--- config.mk ---
export PLATFORM = sky130hd
export DESIGN_NAME = ctr16_dev_flat
export DESIGN_NICKNAME = d
export VERILOG_FILES = /design/src/shared/ctr16_pkg.sv /design/src/shared/ctr16_if.sv /design/src/rtl/ctr16_noise_filt.sv /design/src/rtl/ctr16_dev.sv /design/src/flat_wrapper.sv
export SDC_FILE = /design/constraint.sdc
export NUM_CORES = 1
export LEC_CHECK = 0
export BUFFER_PORTS_ARGS = -buffer_cell sky130_fd_sc_hd__buf_2
export CAP_MARGIN = 30
export CELL_PAD_IN_SITES_DETAIL_PLACEMENT = 1
export CELL_PAD_IN_SITES_GLOBAL_PLACEMENT = 1
export CORE_MARGIN = 1
export CORE_UTILIZATION = 49
export CTS_CLUSTER_DIAMETER = 60
export DETAILED_ROUTE_END_ITERATION = 10
export PLACE_DENSITY = 0.82
export SYNTH_ARGS = -nofsm -noshare
export SYNTH_HDL_FRONTEND = slang
export SYNTH_SLANG_ARGS = --single-unit
--- constraint.sdc ---
create_clock -name mclk_i -period 5.35 [get_ports mclk_i]
set_clock_uncertainty 0.1 [all_clocks]
set_input_delay 0.2675 -clock mclk_i [delete_from_list [all_inputs] [get_ports mclk_i]]
set_output_delay 0.2675 -clock mclk_i [all_outputs]
set_load 0.1 [all_outputs]
--- src/shared/ctr16_pkg.sv ---
// Constants, register map and decode helpers for the 16-bit capture counter.
// Assumes both the counter end and the CPU-side controller import it whole.
// How it works
// - Shared upper byte written once, sequence atomic.
// - Clock-select field picks tick; zero stops.
// - Sixteen-bit counter steps by one or clears.
// - Upper-byte location reaches shared temporary byte.
// - Lower read loads temp; lower write commits.
// - Counter reachable whether or not ticking.
// - CPU counter write beats clear or count.
// - Four-bit mode field split over controls A/B.
// - Overflow flag set per mode, raises interrupt.
// - Qualified trigger edge copies counter to capture.
// - Capture flag set with capture register load.
// - Enabled capture flag requests interrupt; ack clears.
// - Writing one clears capture flag; zero ignored.
// - Capture read low first, upper from temp.
// - Capture writable only in top modes, upper first.
// - First instance may trigger from comparator output.
// - Clear capture flag after switching trigger source.
// - Filter output changes after four equal samples.
// - Filter enable bit; four cycles; system clock.
// - Trigger path idle in capture-as-top modes.
// - Driving the pin forces a capture.
// - New capture overwrites, no overrun flag.
// - Lower-byte write loads whole register at once.
package ctr16_pkg;
  localparam int ADDR_W = 4;
  // Byte locations on the device side.
  localparam logic [3:0] A_CTRL_A = 4'h0;
  localparam logic [3:0] A_CTRL_B = 4'h1;
  localparam logic [3:0] A_CNT_LO = 4'h2;
  localparam logic [3:0] A_CNT_HI = 4'h3;
  localparam logic [3:0] A_CAP_LO = 4'h4;
  localparam logic [3:0] A_CAP_HI = 4'h5;
  localparam logic [3:0] A_FLAGS = 4'h6;
  localparam logic [3:0] A_MASK = 4'h7;
  localparam logic [3:0] A_CMP = 4'h8;
  // Field positions.
  localparam int B_OVF = 0;
  localparam int B_CAP = 5;
  localparam int B_CS_LSB = 0;
  localparam int B_WGMH_LSB = 3;
  localparam int B_EDGE = 6;
  localparam int B_NC = 7;
  localparam int B_WGML_LSB = 0;
  localparam int B_CMP_SEL = 2;
  // Reset values.
  localparam logic [7:0] REG8_RST = 8'h00;
  localparam logic [15:0] CNT_RST = 16'h0000;
  localparam logic [15:0] CNT_MAX = 16'hFFFF;
  localparam logic [15:0] CNT_BOTTOM = 16'h0000;
  localparam logic [9:0] PRE_RST = 10'h000;
  // Counting modes and clock selects.
  localparam logic [3:0] WGM_DUAL_ICR_A = 4'h8;
  localparam logic [3:0] WGM_DUAL_ICR_B = 4'hA;
  localparam logic [3:0] WGM_CLR_ICR = 4'hC;
  localparam logic [3:0] WGM_FAST_ICR = 4'hE;
  localparam logic [2:0] CS_STOP = 3'h0;
  localparam logic [2:0] CS_DIV1 = 3'h1;
  localparam logic [2:0] CS_DIV8 = 3'h2;
  localparam logic [2:0] CS_DIV64 = 3'h3;
  localparam logic [2:0] CS_DIV256 = 3'h4;
  localparam logic [2:0] CS_DIV1024 = 3'h5;
  localparam logic [2:0] CS_EXT_FALL = 3'h6;
  localparam logic [2:0] CS_EXT_RISE = 3'h7;
  localparam int FILT_SAMPLES = 4;
  // Controller-side user registers.
  localparam logic [2:0] U_TARGET = 3'h0;
  localparam logic [2:0] U_DLO = 3'h1;
  localparam logic [2:0] U_DHI = 3'h2;
  localparam logic [2:0] U_CMD = 3'h3;
  localparam logic [2:0] U_STAT = 3'h4;
  localparam int C_WR16 = 0;
  localparam int C_RD16 = 1;
  localparam int C_REUSE = 2;
  localparam int C_WR8 = 3;
  localparam int C_RD8 = 4;
  localparam int S_BUSY = 0;
  localparam int S_CAPIRQ = 1;
  localparam int S_OVFIRQ = 2;

  // True for modes in which the capture register sets the counter top.
  function automatic logic icr_top(input logic [3:0] wgm);
    icr_top = (wgm == WGM_DUAL_ICR_A) || (wgm == WGM_DUAL_ICR_B) ||
              (wgm == WGM_CLR_ICR) || (wgm == WGM_FAST_ICR);
  endfunction : icr_top
endpackage : ctr16_pkg

--- src/shared/ctr16_if.sv ---
// Byte bus between the CPU-side controller and the capture counter.
// Assumes one shared clock; the testbench instantiates it and joins the ends.
`timescale 1ns/1ps
interface ctr16_if;
  logic [ctr16_pkg::ADDR_W-1:0] addr;
  logic [7:0] wdata;
  logic we;
  logic re;
  logic [7:0] rdata;
  logic ovf_irq;
  logic cap_irq;
  logic ovf_ack;
  logic cap_ack;
  modport dev (input addr, wdata, we, re, ovf_ack, cap_ack, output rdata, ovf_irq, cap_irq);
  modport cpu (output addr, wdata, we, re, ovf_ack, cap_ack, input rdata, ovf_irq, cap_irq);
endinterface : ctr16_if

--- src/rtl/ctr16_noise_filt.sv ---
// Four-sample majority-free noise canceller for the capture trigger.
// Assumes a synchronised input and the system clock; bypassed when disabled.
`timescale 1ns/1ps
module ctr16_noise_filt (
  // Clock and control.
  input wire logic mclk_i,
  input wire logic reset_i,
  input wire logic ce_i,
  input wire logic enable_i,
  // Data.
  input wire logic din_i,
  output logic dout_o
);
  import ctr16_pkg::*;
  logic [FILT_SAMPLES-1:0] hist_q;

  // Sample history runs on the system clock, never the prescaled tick.
  always_ff @(posedge mclk_i) begin
    if (reset_i) begin
      hist_q <= '0;
    end else if (ce_i) begin
      hist_q <= {hist_q[FILT_SAMPLES-2:0], din_i};
    end
  end

  // Output moves only when the whole history agrees, costing four extra cycles.
  always_ff @(posedge mclk_i) begin
    if (reset_i) begin
      dout_o <= 1'b0;
    end else if (ce_i) begin
      if (!enable_i) begin
        dout_o <= din_i;
      end else if ((&hist_q) || !(|hist_q)) begin
        dout_o <= hist_q[FILT_SAMPLES-1];
      end
    end
  end
endmodule : ctr16_noise_filt

--- src/rtl/ctr16_dev.sv ---
// The 16-bit counter with input capture, seen through its byte bus.
// Assumes asynchronous inputs are re-synchronised here and one system clock.
//
// The implementer's own choices: strobed register access and the placing of the registers.
`timescale 1ns/1ps
module ctr16_dev #(
  parameter bit HAS_CMP = 1'b1
) (
  // Clock, reset, enable.
  input wire logic mclk_i,
  input wire logic reset_i,
  input wire logic ce_i,
  // CPU side.
  ctr16_if.dev bus,
  // Trigger and clock inputs.
  input wire logic capture_pin_i,
  input wire logic comparator_output_i,
  input wire logic ext_clk_i,
  // Observation.
  output logic [15:0] count_value_o
);
  import ctr16_pkg::*;

  logic [7:0] ctrl_a_q, ctrl_b_q, mask_q, cmp_q, temp_q, rdata_q;
  logic [15:0] cnt_q, icr_q;
  logic [9:0] pre_q;
  logic dir_down_q, ovf_q, cap_q, ovf_irq_q, cap_irq_q;
  logic ext_s1_q, ext_s2_q, ext_s3_q, trg_s1_q, trg_s2_q, filt, filt_prev_q;
  logic [3:0] wgm;
  logic [2:0] cs;
  logic tick, cnt_wr, icr_wr, ovf_ev, cap_ev, trg_raw, top_mode;

  assign wgm = {ctrl_b_q[B_WGMH_LSB+1:B_WGMH_LSB], ctrl_a_q[B_WGML_LSB+1:B_WGML_LSB]};
  assign cs = ctrl_b_q[B_CS_LSB+2:B_CS_LSB];
  assign top_mode = icr_top(wgm);
  assign cnt_wr = bus.we && (bus.addr == A_CNT_LO);
  assign icr_wr = bus.we && (bus.addr == A_CAP_LO) && top_mode;

  // Control registers; writes to unmapped locations are dropped.
  always_ff @(posedge mclk_i) begin
    if (reset_i) begin
      ctrl_a_q <= REG8_RST;
      ctrl_b_q <= REG8_RST;
      mask_q <= REG8_RST;
      cmp_q <= REG8_RST;
    end else if (ce_i && bus.we) begin
      case (bus.addr)
        A_CTRL_A: ctrl_a_q <= bus.wdata;
        A_CTRL_B: ctrl_b_q <= bus.wdata;
        A_MASK: mask_q <= bus.wdata;
        A_CMP: cmp_q <= bus.wdata;
        default: ;
      endcase
    end
  end

  // One temporary byte serves every 16-bit register of this counter.
  always_ff @(posedge mclk_i) begin
    if (reset_i) begin
      temp_q <= REG8_RST;
    end else if (ce_i) begin
      if (bus.we && (bus.addr == A_CNT_HI || bus.addr == A_CAP_HI)) begin
        temp_q <= bus.wdata;
      end else if (bus.re && bus.addr == A_CNT_LO) begin
        temp_q <= cnt_q[15:8];
      end else if (bus.re && bus.addr == A_CAP_LO) begin
        temp_q <= icr_q[15:8];
      end
    end
  end

  // Free-running prescaler and external clock synchroniser.
  always_ff @(posedge mclk_i) begin
    if (reset_i) begin
      pre_q <= PRE_RST;
      ext_s1_q <= 1'b0;
      ext_s2_q <= 1'b0;
      ext_s3_q <= 1'b0;
    end else if (ce_i) begin
      pre_q <= pre_q + 10'h001;
      ext_s1_q <= ext_clk_i;
      ext_s2_q <= ext_s1_q;
      ext_s3_q <= ext_s2_q;
    end
  end

  // Timer tick selection; the stop code yields no tick at all.
  always_comb begin
    case (cs)
      CS_DIV1: tick = 1'b1;
      CS_DIV8: tick = &pre_q[2:0];
      CS_DIV64: tick = &pre_q[5:0];
      CS_DIV256: tick = &pre_q[7:0];
      CS_DIV1024: tick = &pre_q;
      CS_EXT_FALL: tick = ext_s3_q && !ext_s2_q;
      CS_EXT_RISE: tick = ext_s2_q && !ext_s3_q;
      default: tick = 1'b0;
    endcase
  end

  // Overflow point depends on the counting mode.
  always_comb begin
    ovf_ev = 1'b0;
    if (tick && !cnt_wr) begin
      case (wgm)
        WGM_DUAL_ICR_A, WGM_DUAL_ICR_B: ovf_ev = dir_down_q && (cnt_q == CNT_BOTTOM);
        WGM_FAST_ICR: ovf_ev = (cnt_q >= icr_q);
        default: ovf_ev = (cnt_q == CNT_MAX);
      endcase
    end
  end

  // Counter: a CPU write always wins over count or clear in the same cycle.
  always_ff @(posedge mclk_i) begin
    if (reset_i) begin
      cnt_q <= CNT_RST;
      dir_down_q <= 1'b0;
    end else if (ce_i) begin
      if (cnt_wr) begin
        cnt_q <= {temp_q, bus.wdata};
      end else if (tick) begin
        case (wgm)
          WGM_DUAL_ICR_A, WGM_DUAL_ICR_B: begin
            if (!dir_down_q && cnt_q >= icr_q) begin
              dir_down_q <= 1'b1;
              cnt_q <= cnt_q - 16'h0001;
            end else if (dir_down_q && cnt_q == CNT_BOTTOM) begin
              dir_down_q <= 1'b0;
              cnt_q <= cnt_q + 16'h0001;
            end else if (dir_down_q) begin
              cnt_q <= cnt_q - 16'h0001;
            end else begin
              cnt_q <= cnt_q + 16'h0001;
            end
          end
          WGM_CLR_ICR, WGM_FAST_ICR: begin
            cnt_q <= (cnt_q >= icr_q) ? CNT_BOTTOM : cnt_q + 16'h0001;
          end
          default: begin
            dir_down_q <= 1'b0;
            cnt_q <= cnt_q + 16'h0001;
          end
        endcase
      end
    end
  end

  // Trigger source mux; a pin driven by its own port counts like any event.
  assign trg_raw = (HAS_CMP && cmp_q[B_CMP_SEL]) ? comparator_output_i : capture_pin_i;

  // Two-flop synchroniser ahead of the filter.
  always_ff @(posedge mclk_i) begin
    if (reset_i) begin
      trg_s1_q <= 1'b0;
      trg_s2_q <= 1'b0;
    end else if (ce_i) begin
      trg_s1_q <= trg_raw;
      trg_s2_q <= trg_s1_q;
    end
  end

  ctr16_noise_filt u_filt (
    .mclk_i(mclk_i),
    .reset_i(reset_i),
    .ce_i(ce_i),
    .enable_i(ctrl_b_q[B_NC]),
    .din_i(trg_s2_q),
    .dout_o(filt)
  );

  // Edge detector; the polarity bit picks rising when set.
  always_ff @(posedge mclk_i) begin
    if (reset_i) begin
      filt_prev_q <= 1'b0;
    end else if (ce_i) begin
      filt_prev_q <= filt;
    end
  end
  assign cap_ev = !top_mode && (ctrl_b_q[B_EDGE] ? (filt && !filt_prev_q) : (!filt && filt_prev_q));

  // Capture register; a fresh event simply overwrites an unread value.
  always_ff @(posedge mclk_i) begin
    if (reset_i) begin
      icr_q <= CNT_RST;
    end else if (ce_i) begin
      if (cap_ev) begin
        icr_q <= cnt_q;
      end else if (icr_wr) begin
        icr_q <= {temp_q, bus.wdata};
      end
    end
  end

  // Sticky flags: a hardware set in the clearing cycle survives.
  always_ff @(posedge mclk_i) begin
    if (reset_i) begin
      ovf_q <= 1'b0;
      cap_q <= 1'b0;
    end else if (ce_i) begin
      if (ovf_ev) begin
        ovf_q <= 1'b1;
      end else if (bus.ovf_ack || (bus.we && bus.addr == A_FLAGS && bus.wdata[B_OVF])) begin
        ovf_q <= 1'b0;
      end
      if (cap_ev) begin
        cap_q <= 1'b1;
      end else if (bus.cap_ack || (bus.we && bus.addr == A_FLAGS && bus.wdata[B_CAP])) begin
        cap_q <= 1'b0;
      end
    end
  end

  // Interrupt requests are registered, so they trail the flag by a cycle.
  always_ff @(posedge mclk_i) begin
    if (reset_i) begin
      ovf_irq_q <= 1'b0;
      cap_irq_q <= 1'b0;
    end else if (ce_i) begin
      ovf_irq_q <= ovf_q && mask_q[B_OVF];
      cap_irq_q <= cap_q && mask_q[B_CAP];
    end
  end

  // Read data stands only in the cycle after the strobe; unmapped reads give zero.
  always_ff @(posedge mclk_i) begin
    if (reset_i) begin
      rdata_q <= REG8_RST;
    end else if (ce_i) begin
      rdata_q <= REG8_RST;
      if (bus.re) begin
        case (bus.addr)
          A_CTRL_A: rdata_q <= ctrl_a_q;
          A_CTRL_B: rdata_q <= ctrl_b_q;
          A_CNT_LO: rdata_q <= cnt_q[7:0];
          A_CNT_HI, A_CAP_HI: rdata_q <= temp_q;
          A_CAP_LO: rdata_q <= icr_q[7:0];
          A_FLAGS: rdata_q <= {2'b00, cap_q, 4'h0, ovf_q};
          A_MASK: rdata_q <= mask_q;
          A_CMP: rdata_q <= cmp_q;
          default: rdata_q <= REG8_RST;
        endcase
      end
    end
  end

  assign bus.rdata = rdata_q;
  assign bus.ovf_irq = ovf_irq_q;
  assign bus.cap_irq = cap_irq_q;
  assign count_value_o = cnt_q;
endmodule : ctr16_dev

--- src/flat_wrapper.sv ---
// flat-port wrapper written by rule: the top's interface ports become plain ports
module ctr16_dev_flat import ctr16_pkg::*;
#(
  parameter bit HAS_CMP = 1'b1
)
  (mclk_i, reset_i, ce_i, capture_pin_i, comparator_output_i, ext_clk_i, count_value_o, bus_addr, bus_wdata, bus_we, bus_re, bus_ovf_ack, bus_cap_ack, bus_rdata, bus_ovf_irq, bus_cap_irq);
  ctr16_if bus_i ();
  input wire logic mclk_i;
  input wire logic reset_i;
  input wire logic ce_i;
  input wire logic capture_pin_i;
  input wire logic comparator_output_i;
  input wire logic ext_clk_i;
  output logic [15:0] count_value_o;
  input wire logic [$bits(bus_i.addr)-1:0] bus_addr;
  input wire logic [$bits(bus_i.wdata)-1:0] bus_wdata;
  input wire logic [$bits(bus_i.we)-1:0] bus_we;
  input wire logic [$bits(bus_i.re)-1:0] bus_re;
  input wire logic [$bits(bus_i.ovf_ack)-1:0] bus_ovf_ack;
  input wire logic [$bits(bus_i.cap_ack)-1:0] bus_cap_ack;
  output wire logic [$bits(bus_i.rdata)-1:0] bus_rdata;
  output wire logic [$bits(bus_i.ovf_irq)-1:0] bus_ovf_irq;
  output wire logic [$bits(bus_i.cap_irq)-1:0] bus_cap_irq;
  assign bus_i.addr = bus_addr;
  assign bus_i.wdata = bus_wdata;
  assign bus_i.we = bus_we;
  assign bus_i.re = bus_re;
  assign bus_i.ovf_ack = bus_ovf_ack;
  assign bus_i.cap_ack = bus_cap_ack;
  assign bus_rdata = bus_i.rdata;
  assign bus_ovf_irq = bus_i.ovf_irq;
  assign bus_cap_irq = bus_i.cap_irq;
  ctr16_dev #(.HAS_CMP(HAS_CMP)) u_core (.mclk_i(mclk_i), .reset_i(reset_i), .ce_i(ce_i), .bus(bus_i), .capture_pin_i(capture_pin_i), .comparator_output_i(comparator_output_i), .ext_clk_i(ext_clk_i), .count_value_o(count_value_o));
endmodule
==> out/summary.log <==
[status] status finished clean
[logic_synthesis] post-synthesis share of cell area spent on xor and xnor gates 0.0241
[sta] count of final setup violators 0
[clock_network] maximum clock insertion buffer count 2
[routing] Vias per Instance 6.27
[grt] global-route wire length before repair 32,900 um
[logic_synthesis] main combinational cell family by area after synthesis simple AND/OR/NAND/NOR gates
[floorplan] horizontal die dimension 114 um
[clock_network] CTS hold repair buffers 0
[place] Post-Place Worst Slack 2.06 ns
[logic_synthesis] proportion of synthesized area in mux cells 0.136
[logic_synthesis] sequential-to-total area share from yosys stat 0.343
[finish] number of antenna repair diodes 0
[sta] slew at the pin closest to its max-slew limit 1.02 ns
[logic_synthesis] commonest register cell after synthesis dfxtp_1
[logic_synthesis] most area-hungry cell type in the Yosys netlist dfxtp_1
[grt] antenna violations before repair 0
[clock_network] number of levels in the clock H-tree 3
[place] post-detail-place hpwl 14,100 um
[finish] design area 0.00680 sq mm
[sta] setup repair after global routing missed its margin no
[grt] total global-route track usage 0.329
[clock_network] CTS tree yes
[routing] First DRT Iteration DRCs 479
[logic_synthesis] syn nets 812
[grt] overall overflow remaining after global route 0
[worst_setup_path] CP endpoint kind register
[routing] number of search-and-repair iterations in the first detailed-routing pass 5
[routing] antenna violation net count after detailed routing 0
[place] input/output buffers 47
[logic_synthesis] most repeated cell in the gate-level netlist after synthesis nor2_1
[logic_synthesis] EDFF count, synth 0
[clock_network] Post CTS Setup Buffer Count 0
[pwr] Clock Power Share 0.438
[finish] layout overhead on the synthesized area 10.0%
[floorplan] area of the die 0.0131 sq mm
[place] post-detailed-placement cell area 0.00645 sq mm
[routing] final routed DRC violation total 0
[routing] Wirelength per Cell 21.6 um
[clock_network] CTS sink cnt 106
[routing] count of vias placed by the detailed router 5,927
[logic_synthesis] area share of fa/ha/maj cells after synthesis 0.0425
[floorplan] effective utilization at floorplan 0.508
[logic_synthesis] area fraction of the dominant cell type after synthesis 0.343
[finish] total number of nets in the final design 816
[sta] minimum setup slack in the final design 1.96 ns
[logic_synthesis] leading post-synthesis cells by cell area dfxtp_1 (34%), mux2i_1 (13%), nor2_1 (8.5%)
[floorplan] placement row count 40
[worst_setup_path] kind of critical path register to register
[sta] highest attainable clock frequency 295 MHz
[floorplan] vertical die dimension 114 um
[logic_synthesis] most common library cells after synthesis nor2_1 (140), dfxtp_1 (106), mux2i_1 (82)
[sta] Final period util 0.634
[grt] maximum number of pins on one net before global-route repair 83
[sta] aggregate negative setup slack 0 ns
[pwr] share of total power in sequential cells 0.459
[pwr] worst supply voltage drop on vdd 0.184 mV
[run] count of maximum capacitance violations 0
[routing] Post-Route WL 20,400 um
[floorplan] area inside the core boundary 0.0122 sq mm
[worst_setup_path] required arrival time at the worst endpoint 5.52 ns
[logic_synthesis] area fraction in compound gates after synthesis 0.197
[clock_network] Clk Tree Root Cell clkbuf_16
[pwr] LEAKAGE 2.70 nW
[clock_network] Gates resized, CTS repair 0
[pwr] Pwr Density 262 mW/mm^2
[grt] number of global-route vias before repair 6,066
[floorplan] I/O pin count 48
[logic_synthesis] count of synthesis-stage warnings from yosys 0
[pwr] Internal Dissipation 1.32 mW
[sta] crit path time final 3.39 ns
[finish] Layout fillers 1,507
[pwr] Sw Ratio 0.259
[sta] final count of pins violating max slew 0
[worst_hold_path] Hold WC Path Type input port to register
[logic_synthesis] cell area after synthesis 0.00618 sq mm
[logic_synthesis] fraction of the mapped netlist area in simple logic gates 0.200
[logic_synthesis] per-instance average area after synthesis 8.03 sq um
[finish] fraction of layout cells with a size suffix above 1 0.107
[logic_synthesis] Synth Instances 769
[worst_setup_path] data arrival time of the critical path 3.56 ns
[worst_setup_path] Critical Path Start Type register
[worst_setup_path] maximum fanout along the worst path 23
[pwr] net switching power 0.460 mW
[sta] worst-case hold slack 0.0509 ns
[pwr] part of the power in combinational logic 0.103
[clock_network] TritonCTS Buffers 9
[clock_network] worst skew pair latency 0.36 ns
[place] Final Wtd Congestion 0.866
[sta] hold violation total from the final report 0
[sta] slew margin rel. 0.315
[logic_synthesis] share of flip-flops with an asynchronous set or reset after synthesis 0
[logic_synthesis] Yosys cell types 58
[logic_synthesis] post-synthesis register bit count 106
[clock_network] CTS clock-pin slew for the worst setup and hold paths 0.07 ns
## sequential cells by signal, indices dropped and copies added (netlist names), 4 cells and up
name	flops
u_core.bus.rdata	8
u_core.cmp_q	8
u_core.count_value_o	16
u_core.ctrl_a_q	8
u_core.ctrl_b_q	8
u_core.icr_q	16
u_core.mask_q	8
u_core.pre_q	10
u_core.temp_q	8
u_core.u_filt.hist_q	4
## metrics by stage
stage                util  std cells  power (mW)
floorplan               -        769       0.955
global placement    0.528        928        1.00
detailed placement  0.531        930        1.01
CTS                 0.559        946        1.78
global route        0.559        946        1.83
finish              0.559        946        1.78
## layout by cell type, fill, tap and decap left out, drive strengths merged, types with 3 or more instances in the layout
| cell | count |
|---|---|
| buf | 54 |
| nand3 | 19 |
| o21a | 3 |
| ha | 21 |
| a31oi | 6 |
| nand4 | 8 |
| nor2b | 3 |
| o31ai | 3 |
| bufinv | 3 |
| nand2 | 42 |
| xnor2 | 7 |
| nor3 | 16 |
| clkinv | 3 |
| nand2b | 5 |
| mux2i | 82 |
| o21ai | 32 |
| nand3b | 4 |
| o32ai | 4 |
| a21oi | 50 |
| a22oi | 16 |
| nor4 | 5 |
| and3 | 7 |
| o221ai | 12 |
| and2 | 4 |
| o22ai | 7 |
| a211oi | 31 |
| inv | 25 |
| clkbuf | 10 |
| xor2 | 10 |
| dfxtp | 106 |
| o211ai | 11 |
| nor2 | 140 |
| or3 | 7 |
## cells by family after synthesis
group           after synthesis
compound gates              186
xor+xnor                     17
fa+ha+maj                    21
buf+inv                      87
flops                       106
mux                          84
simple gates                268
## area by class of cell
class	instances	area, sq um	area share
clock buffer	10	229	0.0337
clock inverter	6	115	0.0169
inverter	26	97.6	0.0144
multi-input combinational	576	3710	0.546
sequential	106	2120	0.312
tap	168	210	0.0309
timing repair buffer	54	310	0.0457
## power groups by stage
stage	clock network, mW	logic, mW	registers, mW
floorplan	0	0.116	0.839
global placement	0	0.169	0.832
detailed placement	0	0.179	0.834
CTS	0.784	0.181	0.815
global route	0.813	0.197	0.817
finish	0.779	0.183	0.815
## worst paths after layout
| kind | slack [ns] | depth (start not counted) | start | endpoint |
|---|---|---|---|---|
| worst min-delay path | 0.05 | 3 | ext_clk_i | u_core.ext_s1_q |
| worst min register to register | 0.37 | 2 | u_core.bus.cap_irq | u_core.bus.cap_irq |
| worst max-delay path | 1.96 | 10 | u_core.count_value_o[0] | u_core.count_value_o[5] |
| worst max register to register | 1.96 | 10 | u_core.count_value_o[0] | u_core.count_value_o[5] |
## worst max-delay path, stage by stage, from the launching register on
cell and delay, ns:
dfxtp_1 0.54, inv_1 0.24, ha_1 0.35, nor2_1 0.12, a21oi_1 0.08, o31ai_1 0.33, a21oi_1 0.23, o21a_1 0.54
o32ai_1 0.39, o211ai_1 0.11, a211oi_1 0.27
## metal layers
| metal | global-route usage | vias up | wire length, um |
|---|---|---|---|
| li1 | - | 2766 | - |
| met1 | 0.422 | 2958 | 9060 |
| met2 | 0.556 | 166 | 9890 |
| met3 | 0.0386 | 37 | 967 |
| met4 | 0.145 | 0 | 531 |
| met5 | 0 | - | 0 |
(Power assumes the default switching activity.)
